<file path="src/inc/bst_pkg.sv">
// Package for the buck switching timing and protection block.
// Assumes a 20 MHz pclk and an APB register bus with 32-bit data.
package bst_pkg;
    // ---------------------------------------------------------------
    // Clock and timing
    // ---------------------------------------------------------------
    localparam int CLK_NS = 50;
    localparam int MIN_ON_NS = 120;
    localparam int LOCK_NS = 100000;
    localparam int FB_FREQ_KHZ = 150;
    localparam int SYNC_MIN_KHZ = 300;
    // Least time rounds up, longest time rounds down
    localparam int MIN_ON_CYC = (MIN_ON_NS + CLK_NS - 1) / CLK_NS;
    localparam int LOCK_CYC = LOCK_NS / CLK_NS;
    localparam int FB_PER_CYC = (1000000 / FB_FREQ_KHZ) / CLK_NS;
    localparam int SYNC_MAX_PER_CYC = (1000000 / SYNC_MIN_KHZ) / CLK_NS;
    localparam int LOSS_CYC = 2 * SYNC_MAX_PER_CYC;
    localparam int SS_CYCLES = 1114;
    localparam int MAX_DIV = 8;

    // ---------------------------------------------------------------
    // Register map
    // ---------------------------------------------------------------
    localparam logic [7:0] CTRL_OFS = 8'h00;
    localparam logic [7:0] PERIOD_OFS = 8'h04;
    localparam logic [7:0] STATUS_OFS = 8'h08;
    localparam logic [7:0] SSCNT_OFS = 8'h0c;
    localparam int CTRL_RUN_BIT = 0;
    localparam logic CTRL_RUN_RST = 1'b1;
    localparam logic [15:0] PERIOD_RST = 16'h0032;
    localparam int ST_PLL_BIT = 0;
    localparam int ST_LOCK_BIT = 1;
    localparam int ST_FB_BIT = 2;
    localparam int ST_OVP_BIT = 3;
    localparam int ST_TSD_BIT = 4;
    localparam int ST_SSDONE_BIT = 5;
    localparam int ST_DIV_LSB = 8;

    // ---------------------------------------------------------------
    // State types
    // ---------------------------------------------------------------
    typedef enum logic [2:0]
    {
        RUN_STOP = 3'b001,
        RUN_SOFT = 3'b010,
        RUN_FULL = 3'b100
    } bst_run_e;

    typedef enum logic [2:0]
    {
        MODE_RES = 3'b001,
        MODE_PLL = 3'b010,
        MODE_FB = 3'b100
    } bst_mode_e;
endpackage

</file>
<file path="src/verilog/bst_core.sv">
// Switching timing, frequency foldback, sync and protection for a buck.
// Assumes all comparator flags and the sync pin are synchronous to pclk.
//
// Contract
// High side off at current control level
// Clamped control level limits switch current
// Divide 8,4,2,1 as feedback rises
// Divide works in sync mode too
// High side on at least 120ns
// Sync cycle starts on clock falling edge
// External clock 300-1100kHz, phases over 40ns
// First sync high enters sync, source off
// Lock within 100 microseconds
// Accept sync faster or slower than resistor
// Leaving sync: 150kHz, then resistor rate
// Overvoltage blanks high side
// Overvoltage clear resumes without restart
// Thermal trip stops all switching
// Thermal recovery reruns slow start
// Slow start 1114 cycles, reset by enable/thermal
// Divide boundaries at quarter reference flags
// Comparator flags sampled before use
`timescale 1ns/1ps
module bst_core
#(
    parameter int PER_W = 16,
    parameter int FB_CYCLES = 8
)
(
    // Clock, reset, enable
    input wire logic pclk,
    input wire logic presetn,
    input wire logic ce,
    // APB slave
    input wire logic psel,
    input wire logic penable,
    input wire logic pwrite,
    input wire logic [7:0] paddr,
    input wire logic [31:0] pwdata,
    output logic [31:0] prdata,
    output logic pready,
    output logic pslverr,
    // Analog comparator flags
    input wire logic cur_trip,
    input wire logic ilim_trip,
    input wire logic overvoltage_guard,
    input wire logic thermal_trip,
    input wire logic en_ok,
    input wire logic [2:0] fb_quarter,
    // Timing and sync pin
    input wire logic timing_sync_pin,
    output logic src_en,
    // Power stage
    output logic hs_gate,
    output logic [10:0] ss_level
);
    import bst_pkg::*;

    // Elaboration check; the fallback period counter is four bits wide
    if (PER_W < 8 || PER_W > 16 || FB_CYCLES < 1 || FB_CYCLES > 16)
    begin : g_bad_param
        $error("bst_core: unsupported parameter values");
    end

    // ---------------------------------------------------------------
    // Input sampling
    // ---------------------------------------------------------------
    logic cur_q, ilim_q, ovp_q, tsd_q, en_q, sync_q, sync_d;
    logic [2:0] fbq_q;

    // Flags act only after one register stage
    always_ff @(posedge pclk or negedge presetn)
    begin
        if (!presetn)
        begin
            cur_q <= 1'b0;
            ilim_q <= 1'b0;
            ovp_q <= 1'b0;
            tsd_q <= 1'b0;
            en_q <= 1'b0;
            fbq_q <= 3'h0;
            sync_q <= 1'b0;
            sync_d <= 1'b0;
        end
        else if (ce)
        begin
            cur_q <= cur_trip;
            ilim_q <= ilim_trip;
            ovp_q <= overvoltage_guard;
            tsd_q <= thermal_trip;
            en_q <= en_ok;
            fbq_q <= fb_quarter;
            sync_q <= timing_sync_pin;
            sync_d <= sync_q;
        end
    end

    wire sync_rise = sync_q && !sync_d;
    wire sync_fall = !sync_q && sync_d;

    // ---------------------------------------------------------------
    // Registers
    // ---------------------------------------------------------------
    logic run_en_reg;
    logic [PER_W-1:0] period_reg;
    bst_run_e run_reg;
    bst_mode_e mode_reg;
    logic locked_reg;
    logic [10:0] ss_cnt_reg;
    logic [2:0] div_code;

    wire wr_acc = psel && penable && pready && pwrite;

    // Software control registers
    always_ff @(posedge pclk or negedge presetn)
    begin
        if (!presetn)
        begin
            run_en_reg <= CTRL_RUN_RST;
            period_reg <= PER_W'(PERIOD_RST);
        end
        else if (ce && wr_acc)
        begin
            if (paddr == CTRL_OFS)
                run_en_reg <= pwdata[CTRL_RUN_BIT];
            else if (paddr == PERIOD_OFS)
                period_reg <= pwdata[PER_W-1:0];
        end
    end

    // Read mux, loaded in the setup cycle so data is steady in access
    function automatic logic [31:0] rd_word(input logic [7:0] a);
        logic [31:0] w;
        w = 32'h0;
        if (a == CTRL_OFS)
            w[CTRL_RUN_BIT] = run_en_reg;
        else if (a == PERIOD_OFS)
            w[PER_W-1:0] = period_reg;
        else if (a == STATUS_OFS)
        begin
            w[ST_PLL_BIT] = (mode_reg == MODE_PLL);
            w[ST_LOCK_BIT] = locked_reg;
            w[ST_FB_BIT] = (mode_reg == MODE_FB);
            w[ST_OVP_BIT] = ovp_q;
            w[ST_TSD_BIT] = tsd_q;
            w[ST_SSDONE_BIT] = (run_reg == RUN_FULL);
            w[ST_DIV_LSB +: 3] = div_code;
        end
        else if (a == SSCNT_OFS)
            w[10:0] = ss_cnt_reg;
        return w;
    endfunction

    function automatic logic mapped(input logic [7:0] a);
        return a == CTRL_OFS || a == PERIOD_OFS || a == STATUS_OFS || a == SSCNT_OFS;
    endfunction

    // APB answer: no wait states, error on unmapped addresses
    always_ff @(posedge pclk or negedge presetn)
    begin
        if (!presetn)
        begin
            pready <= 1'b0;
            pslverr <= 1'b0;
            prdata <= 32'h0;
        end
        else if (ce)
        begin
            pready <= psel && !penable;
            pslverr <= psel && !penable && !mapped(paddr);
            if (psel && !penable)
                prdata <= rd_word(paddr);
        end
    end

    // ---------------------------------------------------------------
    // Timing source: resistor, sync, or fallback
    // ---------------------------------------------------------------
    logic [PER_W-1:0] osc_cnt;
    logic [11:0] mode_tmr;
    logic [3:0] fb_cnt;
    logic tick;

    // Period counter for resistor and fallback modes
    wire [PER_W-1:0] cur_per = (mode_reg == MODE_FB) ? PER_W'(FB_PER_CYC) : period_reg;
    wire osc_wrap = (osc_cnt >= cur_per - PER_W'(1));

    // Cycle start pulse; sync mode follows the pin edge directly
    always_comb
    begin
        if (mode_reg == MODE_PLL)
            tick = sync_fall;
        else
            tick = osc_wrap;
    end

    always_ff @(posedge pclk or negedge presetn)
    begin
        if (!presetn)
            osc_cnt <= '0;
        else if (ce)
        begin
            if (osc_wrap || mode_reg == MODE_PLL)
                osc_cnt <= '0;
            else
                osc_cnt <= osc_cnt + PER_W'(1);
        end
    end

    // Mode machine; clock loss leaves sync through a 150 kHz stretch
    always_ff @(posedge pclk or negedge presetn)
    begin
        if (!presetn)
        begin
            mode_reg <= MODE_RES;
            mode_tmr <= 12'h0;
            fb_cnt <= 4'h0;
            locked_reg <= 1'b0;
            src_en <= 1'b1;
        end
        else if (ce)
        begin
            case (mode_reg)
                MODE_RES:
                begin
                    if (sync_rise)
                    begin
                        mode_reg <= MODE_PLL;
                        src_en <= 1'b0;
                        mode_tmr <= 12'h0;
                        locked_reg <= 1'b0;
                    end
                end
                MODE_PLL:
                begin
                    // The first falling edge in time counts as locked
                    if (sync_fall)
                    begin
                        mode_tmr <= 12'h0;
                        locked_reg <= 1'b1;
                    end
                    else
                        mode_tmr <= mode_tmr + 12'h1;
                    // A falling edge in the timeout cycle wins over the timeout
                    if (!sync_fall && ((locked_reg && mode_tmr >= 12'(LOSS_CYC))
                        || (!locked_reg && mode_tmr >= 12'(LOCK_CYC - 1))))
                    begin
                        mode_reg <= MODE_FB;
                        locked_reg <= 1'b0;
                        fb_cnt <= 4'h0;
                    end
                end
                MODE_FB:
                begin
                    if (osc_wrap)
                        fb_cnt <= fb_cnt + 4'h1;
                    if (osc_wrap && fb_cnt >= 4'(FB_CYCLES - 1))
                    begin
                        mode_reg <= MODE_RES;
                        src_en <= 1'b1;
                    end
                end
                default:
                    mode_reg <= MODE_RES;
            endcase
        end
    end

    // ---------------------------------------------------------------
    // Frequency foldback
    // ---------------------------------------------------------------
    logic [2:0] div_cnt;

    // Quarter flags pick 8, 4, 2 or 1; count is digital so sync works
    always_comb
    begin
        if (fbq_q[2])
            div_code = 3'd0;
        else if (fbq_q[1])
            div_code = 3'd1;
        else if (fbq_q[0])
            div_code = 3'd2;
        else
            div_code = 3'd3;
    end

    wire [2:0] div_mask = 3'((4'h1 << div_code) - 4'h1);
    wire sw_start = tick && ((div_cnt & div_mask) == 3'h0);

    always_ff @(posedge pclk or negedge presetn)
    begin
        if (!presetn)
            div_cnt <= 3'h0;
        else if (ce && tick)
            div_cnt <= div_cnt + 3'h1;
    end

    // ---------------------------------------------------------------
    // Run state and slow start
    // ---------------------------------------------------------------
    wire halt = tsd_q || !en_q || !run_en_reg;

    // Any halt resets slow start; recovery starts it over from zero
    always_ff @(posedge pclk or negedge presetn)
    begin
        if (!presetn)
        begin
            run_reg <= RUN_STOP;
            ss_cnt_reg <= 11'h0;
        end
        else if (ce)
        begin
            case (run_reg)
                RUN_STOP:
                begin
                    ss_cnt_reg <= 11'h0;
                    if (!halt)
                        run_reg <= RUN_SOFT;
                end
                RUN_SOFT:
                begin
                    if (halt)
                    begin
                        run_reg <= RUN_STOP;
                        ss_cnt_reg <= 11'h0;
                    end
                    else if (sw_start)
                    begin
                        ss_cnt_reg <= ss_cnt_reg + 11'h1;
                        if (ss_cnt_reg >= 11'(SS_CYCLES - 1))
                            run_reg <= RUN_FULL;
                    end
                end
                RUN_FULL:
                begin
                    // Count cleared with the halt, not a cycle later
                    if (halt)
                    begin
                        run_reg <= RUN_STOP;
                        ss_cnt_reg <= 11'h0;
                    end
                end
                default:
                    run_reg <= RUN_STOP;
            endcase
        end
    end

    always_ff @(posedge pclk or negedge presetn)
    begin
        if (!presetn)
            ss_level <= 11'h0;
        else if (ce)
            ss_level <= ss_cnt_reg;
    end

    // ---------------------------------------------------------------
    // High-side pulse
    // ---------------------------------------------------------------
    logic [3:0] on_cnt;
    wire kill = ovp_q || halt || run_reg == RUN_STOP;
    wire min_done = (on_cnt >= 4'(MIN_ON_CYC - 1));
    wire trip = cur_q || ilim_q;

    // Overvoltage only blanks; run state is left alone so no restart
    always_ff @(posedge pclk or negedge presetn)
    begin
        if (!presetn)
        begin
            hs_gate <= 1'b0;
            on_cnt <= 4'h0;
        end
        else if (ce)
        begin
            if (kill)
                hs_gate <= 1'b0;
            else if (hs_gate && trip && min_done)
                hs_gate <= 1'b0;
            else if (sw_start && !hs_gate)
            begin
                hs_gate <= 1'b1;
                on_cnt <= 4'h0;
            end
            else if (hs_gate && !min_done)
                on_cnt <= on_cnt + 4'h1;
        end
    end

    // ---------------------------------------------------------------
    // Assertions
    // ---------------------------------------------------------------
    property p_trip_off;
        @(posedge pclk) disable iff (!presetn)
        ce && hs_gate && cur_q && min_done |=> !hs_gate;
    endproperty
    a_trip_off: assert property (p_trip_off) else $error("pulse not ended on trip");

    property p_ilim_off;
        @(posedge pclk) disable iff (!presetn)
        ce && hs_gate && ilim_q && min_done |=> !hs_gate;
    endproperty
    a_ilim_off: assert property (p_ilim_off) else $error("pulse not ended on limit");

    property p_min_on;
        @(posedge pclk) disable iff (!presetn)
        $fell(hs_gate) && !$past(kill) |-> $past(on_cnt) >= 4'(MIN_ON_CYC - 1);
    endproperty
    a_min_on: assert property (p_min_on) else $error("on-time below minimum");

    property p_div8;
        @(posedge pclk) disable iff (!presetn)
        ce && tick && fbq_q == 3'h0 && div_cnt[2:0] != 3'h0 |-> !sw_start;
    endproperty
    a_div8: assert property (p_div8) else $error("divide by 8 not applied");

    property p_sync_start;
        @(posedge pclk) disable iff (!presetn)
        ce && mode_reg == MODE_PLL && fbq_q[2] && sync_fall |-> sw_start;
    endproperty
    a_sync_start: assert property (p_sync_start) else $error("sync edge lost");

    property p_enter_pll;
        @(posedge pclk) disable iff (!presetn)
        ce && mode_reg == MODE_RES && sync_rise |=> mode_reg == MODE_PLL && !src_en;
    endproperty
    a_enter_pll: assert property (p_enter_pll) else $error("sync mode not entered");

    property p_fb_src;
        @(posedge pclk) disable iff (!presetn)
        mode_reg == MODE_FB |-> !src_en;
    endproperty
    a_fb_src: assert property (p_fb_src) else $error("source back too early");

    property p_lock_bound;
        @(posedge pclk) disable iff (!presetn)
        mode_reg == MODE_PLL && !locked_reg |-> mode_tmr < 12'(LOCK_CYC);
    endproperty
    a_lock_bound: assert property (p_lock_bound) else $error("lock wait too long");

    property p_ovp_off;
        @(posedge pclk) disable iff (!presetn)
        ce && ovp_q |=> !hs_gate;
    endproperty
    a_ovp_off: assert property (p_ovp_off) else $error("high side on in overvoltage");

    property p_ovp_norestart;
        @(posedge pclk) disable iff (!presetn)
        ce && ovp_q && !halt && run_reg == RUN_FULL |=> run_reg == RUN_FULL;
    endproperty
    a_ovp_norestart: assert property (p_ovp_norestart) else $error("restart on overvoltage");

    property p_tsd_stop;
        @(posedge pclk) disable iff (!presetn)
        ce && tsd_q |=> !hs_gate && run_reg == RUN_STOP && ss_cnt_reg == 11'h0 ##0 1'b1;
    endproperty
    a_tsd_stop: assert property (p_tsd_stop) else $error("switching during thermal trip");

    property p_ss_done;
        @(posedge pclk) disable iff (!presetn)
        $rose(run_reg == RUN_FULL) |-> ss_cnt_reg == 11'(SS_CYCLES);
    endproperty
    a_ss_done: assert property (p_ss_done) else $error("slow start length wrong");
endmodule

</file>
<file path="config.mk">
export PLATFORM = sky130hd
export DESIGN_NAME = bst_core
export DESIGN_NICKNAME = d
export VERILOG_FILES = /design/src/inc/bst_pkg.sv /design/src/verilog/bst_core.sv
export SDC_FILE = /design/constraint.sdc
export NUM_CORES = 1
export LEC_CHECK = 0
export BUFFER_PORTS_ARGS = -buffer_cell sky130_fd_sc_hd__buf_4
export CAP_MARGIN = 20
export CORE_MARGIN = 5
export CORE_UTILIZATION = 40
export DETAILED_ROUTE_END_ITERATION = 16
export SYNTH_ARGS = -nofsm -noshare
export SYNTH_HDL_FRONTEND = slang
export SYNTH_SLANG_ARGS = --single-unit
</file>
<file path="constraint.sdc">
create_clock -name pclk -period 12.2 [get_ports pclk]
set_input_delay 2.44 -clock pclk [delete_from_list [all_inputs] [get_ports pclk]]
set_output_delay 2.44 -clock pclk [all_outputs]
set_load 0.05 [all_outputs]
</file>
==> results by group <==
Global route
  • First-pass GRT wire length: 26700 um
  • Remaining global-route overflow: 0
  • Vias in the first global route: 5162
  • Largest net degree at the start of global routing: 77
  • GRT Total Usage: 18.0%
  • Number of antenna violations at the first check in global routing: 0

Setup path
  • Stage delay of the slowest cell on the critical path: 630 ps
  • R2r setup slk: 7210 ps
  • Kind of cell adding the most delay to the critical path: simple AND/OR/NAND/NOR gates
  • Maximum fanout count along the critical path: 14
  • Type of the worst setup path: reg -> reg
  • Buffers plus inverters on the worst setup path: 0
  • Kind of start point of the critical path: flip-flop
  • Critical path cell sequence: or4_4 -> or4_4 -> or4_1 -> or3_1 -> a32oi_1 -> ha_1 -> nand4_1 -> nor3_1 -> o21ai_0 -> nand4_1 -> nor2_1 -> mux2_2
  • Data arrival time at the worst-slack endpoint: 5330 ps
  • Highest-delay cell along the critical path: nand4_1
  • Required time of the worst setup path: 12540 ps
  • Endpoint kind of the worst setup timing path: flip-flop

Layout
  • Final design utilization: 48.8%
  • Area Growth Syn to Fin: 20.6%
  • Final cell count without fillers: 942
  • Antenna cell count: 0
  • Fraction of layout cells with a size suffix above 1: 23.4%
  • Final instance area: 7690 um2
  • Number of nets in the layout: 794

Floorplan
  • Vertical die dimension: 136 um
  • Starting density of the core: 40.4%
  • Number of standard-cell rows in the floorplan: 46
  • Std-Cell Core Area: 15800 um2
  • Die span in x: 136 um
  • Die Footprint: 18600 um2
  • Number of ports placed on the die boundary: 102

Yosys
  • Sequential share of the synthesized area: 45.3%
  • Synthesized area per cell: 9.87 um2
  • FFs w/ async S/R, synth: 100%
  • Number of distinct library cell variants in the gate-level netlist after synthesis: 64
  • Post-Synthesis Cells: 646
  • Top flip-flop cell by instance count after synthesis: dfrtp_1
  • Count of warnings emitted by yosys: 0
  • Total of flip-flops plus latches after synthesis: 115
  • Post-synthesis cell area: 6380 um2
  • Count of flip-flops with a built-in enable after synthesis: 0

Power
  • Worst vdd ir: 0.0958 mV
  • Power per Cell Area: 145 nW/um2
  • Leakage Power: 3.70 nW

Placed design
  • Final HPWL DP: 11600 um
  • Placed cell area: 7020 um2
  • Placer Congestion: 0.849
  • Number of placed instances with taps included: 907
  • Number of port buffers: 69

STA
  • Setup TNS: 0 ps
  • Hold Violations, Final: 0
  • Unrepaired setup endpoints after global routing: false
  • Final worst-path cycle share: 40.9%
  • Pins Over Slew Limit: 0
  • Highest Clock Rate: 201 MHz
  • Final worst clock skew: 9.00 ps
  • Slew Limit Headroom: 39.0%
  • Final worst path period need: 4990 ps
  • Slew @ Worst Pin: 913 ps
  • Final setup violation count: 0

Worst hold path
  • Hold/Removal Path Class: reg -> reg

CTS
  • CTS tree: done
  • Number of CTS-inserted buffers: 17
  • Maximum level of the CTS H-tree: 4
  • Hold-fix buffers, CTS: 0
  • Skew-Pair Late Insertion Delay: 410 ps
  • Clk sinks: 115
  • Post-CTS setup-driven buffer insertion count: 0
  • CTS root buf: clkbuf_16
  • Post-CTS Resized: 0
  • Maximum clock insertion buffer count: 2
  • Clock-pin slew of the registers on the worst-case setup and hold paths: 60 ps

Routing
  • Vias per cell: 5.57
  • Overall via count from detail_route: 5247
  • Count of routing violations after the opening detailed-route iteration: 348
  • DRT Pass-1 Iters: 5
  • Post-Route WL: 16100 um
  • Remaining DRCs: 0
  • Per-cell routed wire length: 17.1 um
  • Antenna viol nets, final: 0

Run
  • Number of maximum-capacitance violations: 0

Outcome
  • Outcome: finished, final reports clean
[through the flow]
step / hold slack, ps / setup WS, ps / power (mW)
after CTS: 483 / 6970 / 1.12
after detailed placement: 475 / 6530 / 0.587
after floorplan: 446 / 7970 / 0.543
after global placement: 465 / 6620 / 0.581
after global routing: 496 / 6940 / 1.16
final: 480 / 7210 / 1.11
[routing by layer]
metal / global-route usage, % / vias up / wire length, um
met1: 23.6 / 2609 / 7110
met4: 6.33 / 0 / 258
met2: 29.2 / 160 / 7820
met3: 4.48 / 20 / 948
li1: - / 2458 / -
met5: 0 / - / 0
[placed cells by master (no fill, tap or decap), types with 14 or more instances in the layout]
cell	n
xor2_1	14
nor2_1	52
a21oi_1	21
ha_1	26
clkbuf_16	17
o21ai_0	43
conb_1	16
nand2_1	60
inv_1	18
nor3_1	15
nand3_1	24
buf_4	73
mux2_2	47
and3_1	14
dfrtp_1	108
[path summary, 6_finish.rpt]
| check | from | endpoint | cells past startpoint |
|---|---|---|---|
| worst max-delay path | period_reg[3]$_DFFE_PN0P_ | osc_cnt[0]$_DFFE_PN0P_ | 12 |
| worst min-delay path | div_cnt[2]$_DFFE_PN0P_ | div_cnt[2]$_DFFE_PN0P_ | 1 |
| worst max register to register | period_reg[3]$_DFFE_PN0P_ | osc_cnt[0]$_DFFE_PN0P_ | 12 |
| worst min register to register | div_cnt[2]$_DFFE_PN0P_ | div_cnt[2]$_DFFE_PN0P_ | 1 |
| max in group asynchronous | presetn | mode_reg[0]$_DFFE_PN1P_ | 3 |
| min in group asynchronous | presetn | sync_q$_DFFE_PN0P_ | 1 |
[cells by family after synthesis]
family                     Yosys count  synth area share [%]
and+or+nand+nor                    228                  17.8
other                                1                0.0588
buffers and inverters               60                  4.57
adders and majority gates           27                  5.26
xor gates and xnor gates            22                  3.02
muxes                               51                  9.12
AOI/OAI and AO/OA                  142                  14.9
DFF                                115                  45.3
[area by class of cell]
| cell class | count | area (um2) |
|---|---|---|
| clock buffer | 17 | 425 |
| fill | 1461 | 8080 |
| multi-input combinational | 486 | 3260 |
| sequential | 115 | 2890 |
| clock inverter | 15 | 206 |
| inverter | 18 | 67.6 |
| tap | 216 | 270 |
| timing repair buffer | 75 | 581 |
[report_power, final]
group	total, mW	switching, mW	internal [mW]
clock	0.532	0.189	0.344
combinational	0.144	0.0885	0.0554
sequential	0.438	0.0314	0.406
[synthesized netlist by cell type, types with 15 or more instances]
library cell    n  area share, %
nand3_1        24            1.9
nor3_1         15            1.2
nand2_1        60            3.5
o21ai_0        43            3.4
clkbuf_1       17            1.0
mux2_2         47            8.3
buf_4          16            1.9
a21oi_1        21            1.6
ha_1           26            5.1
inv_1          18            1.1
dfrtp_1       108             42
nor2_1         52            3.1
No activity file was read; power rests on OpenSTA's default activity.
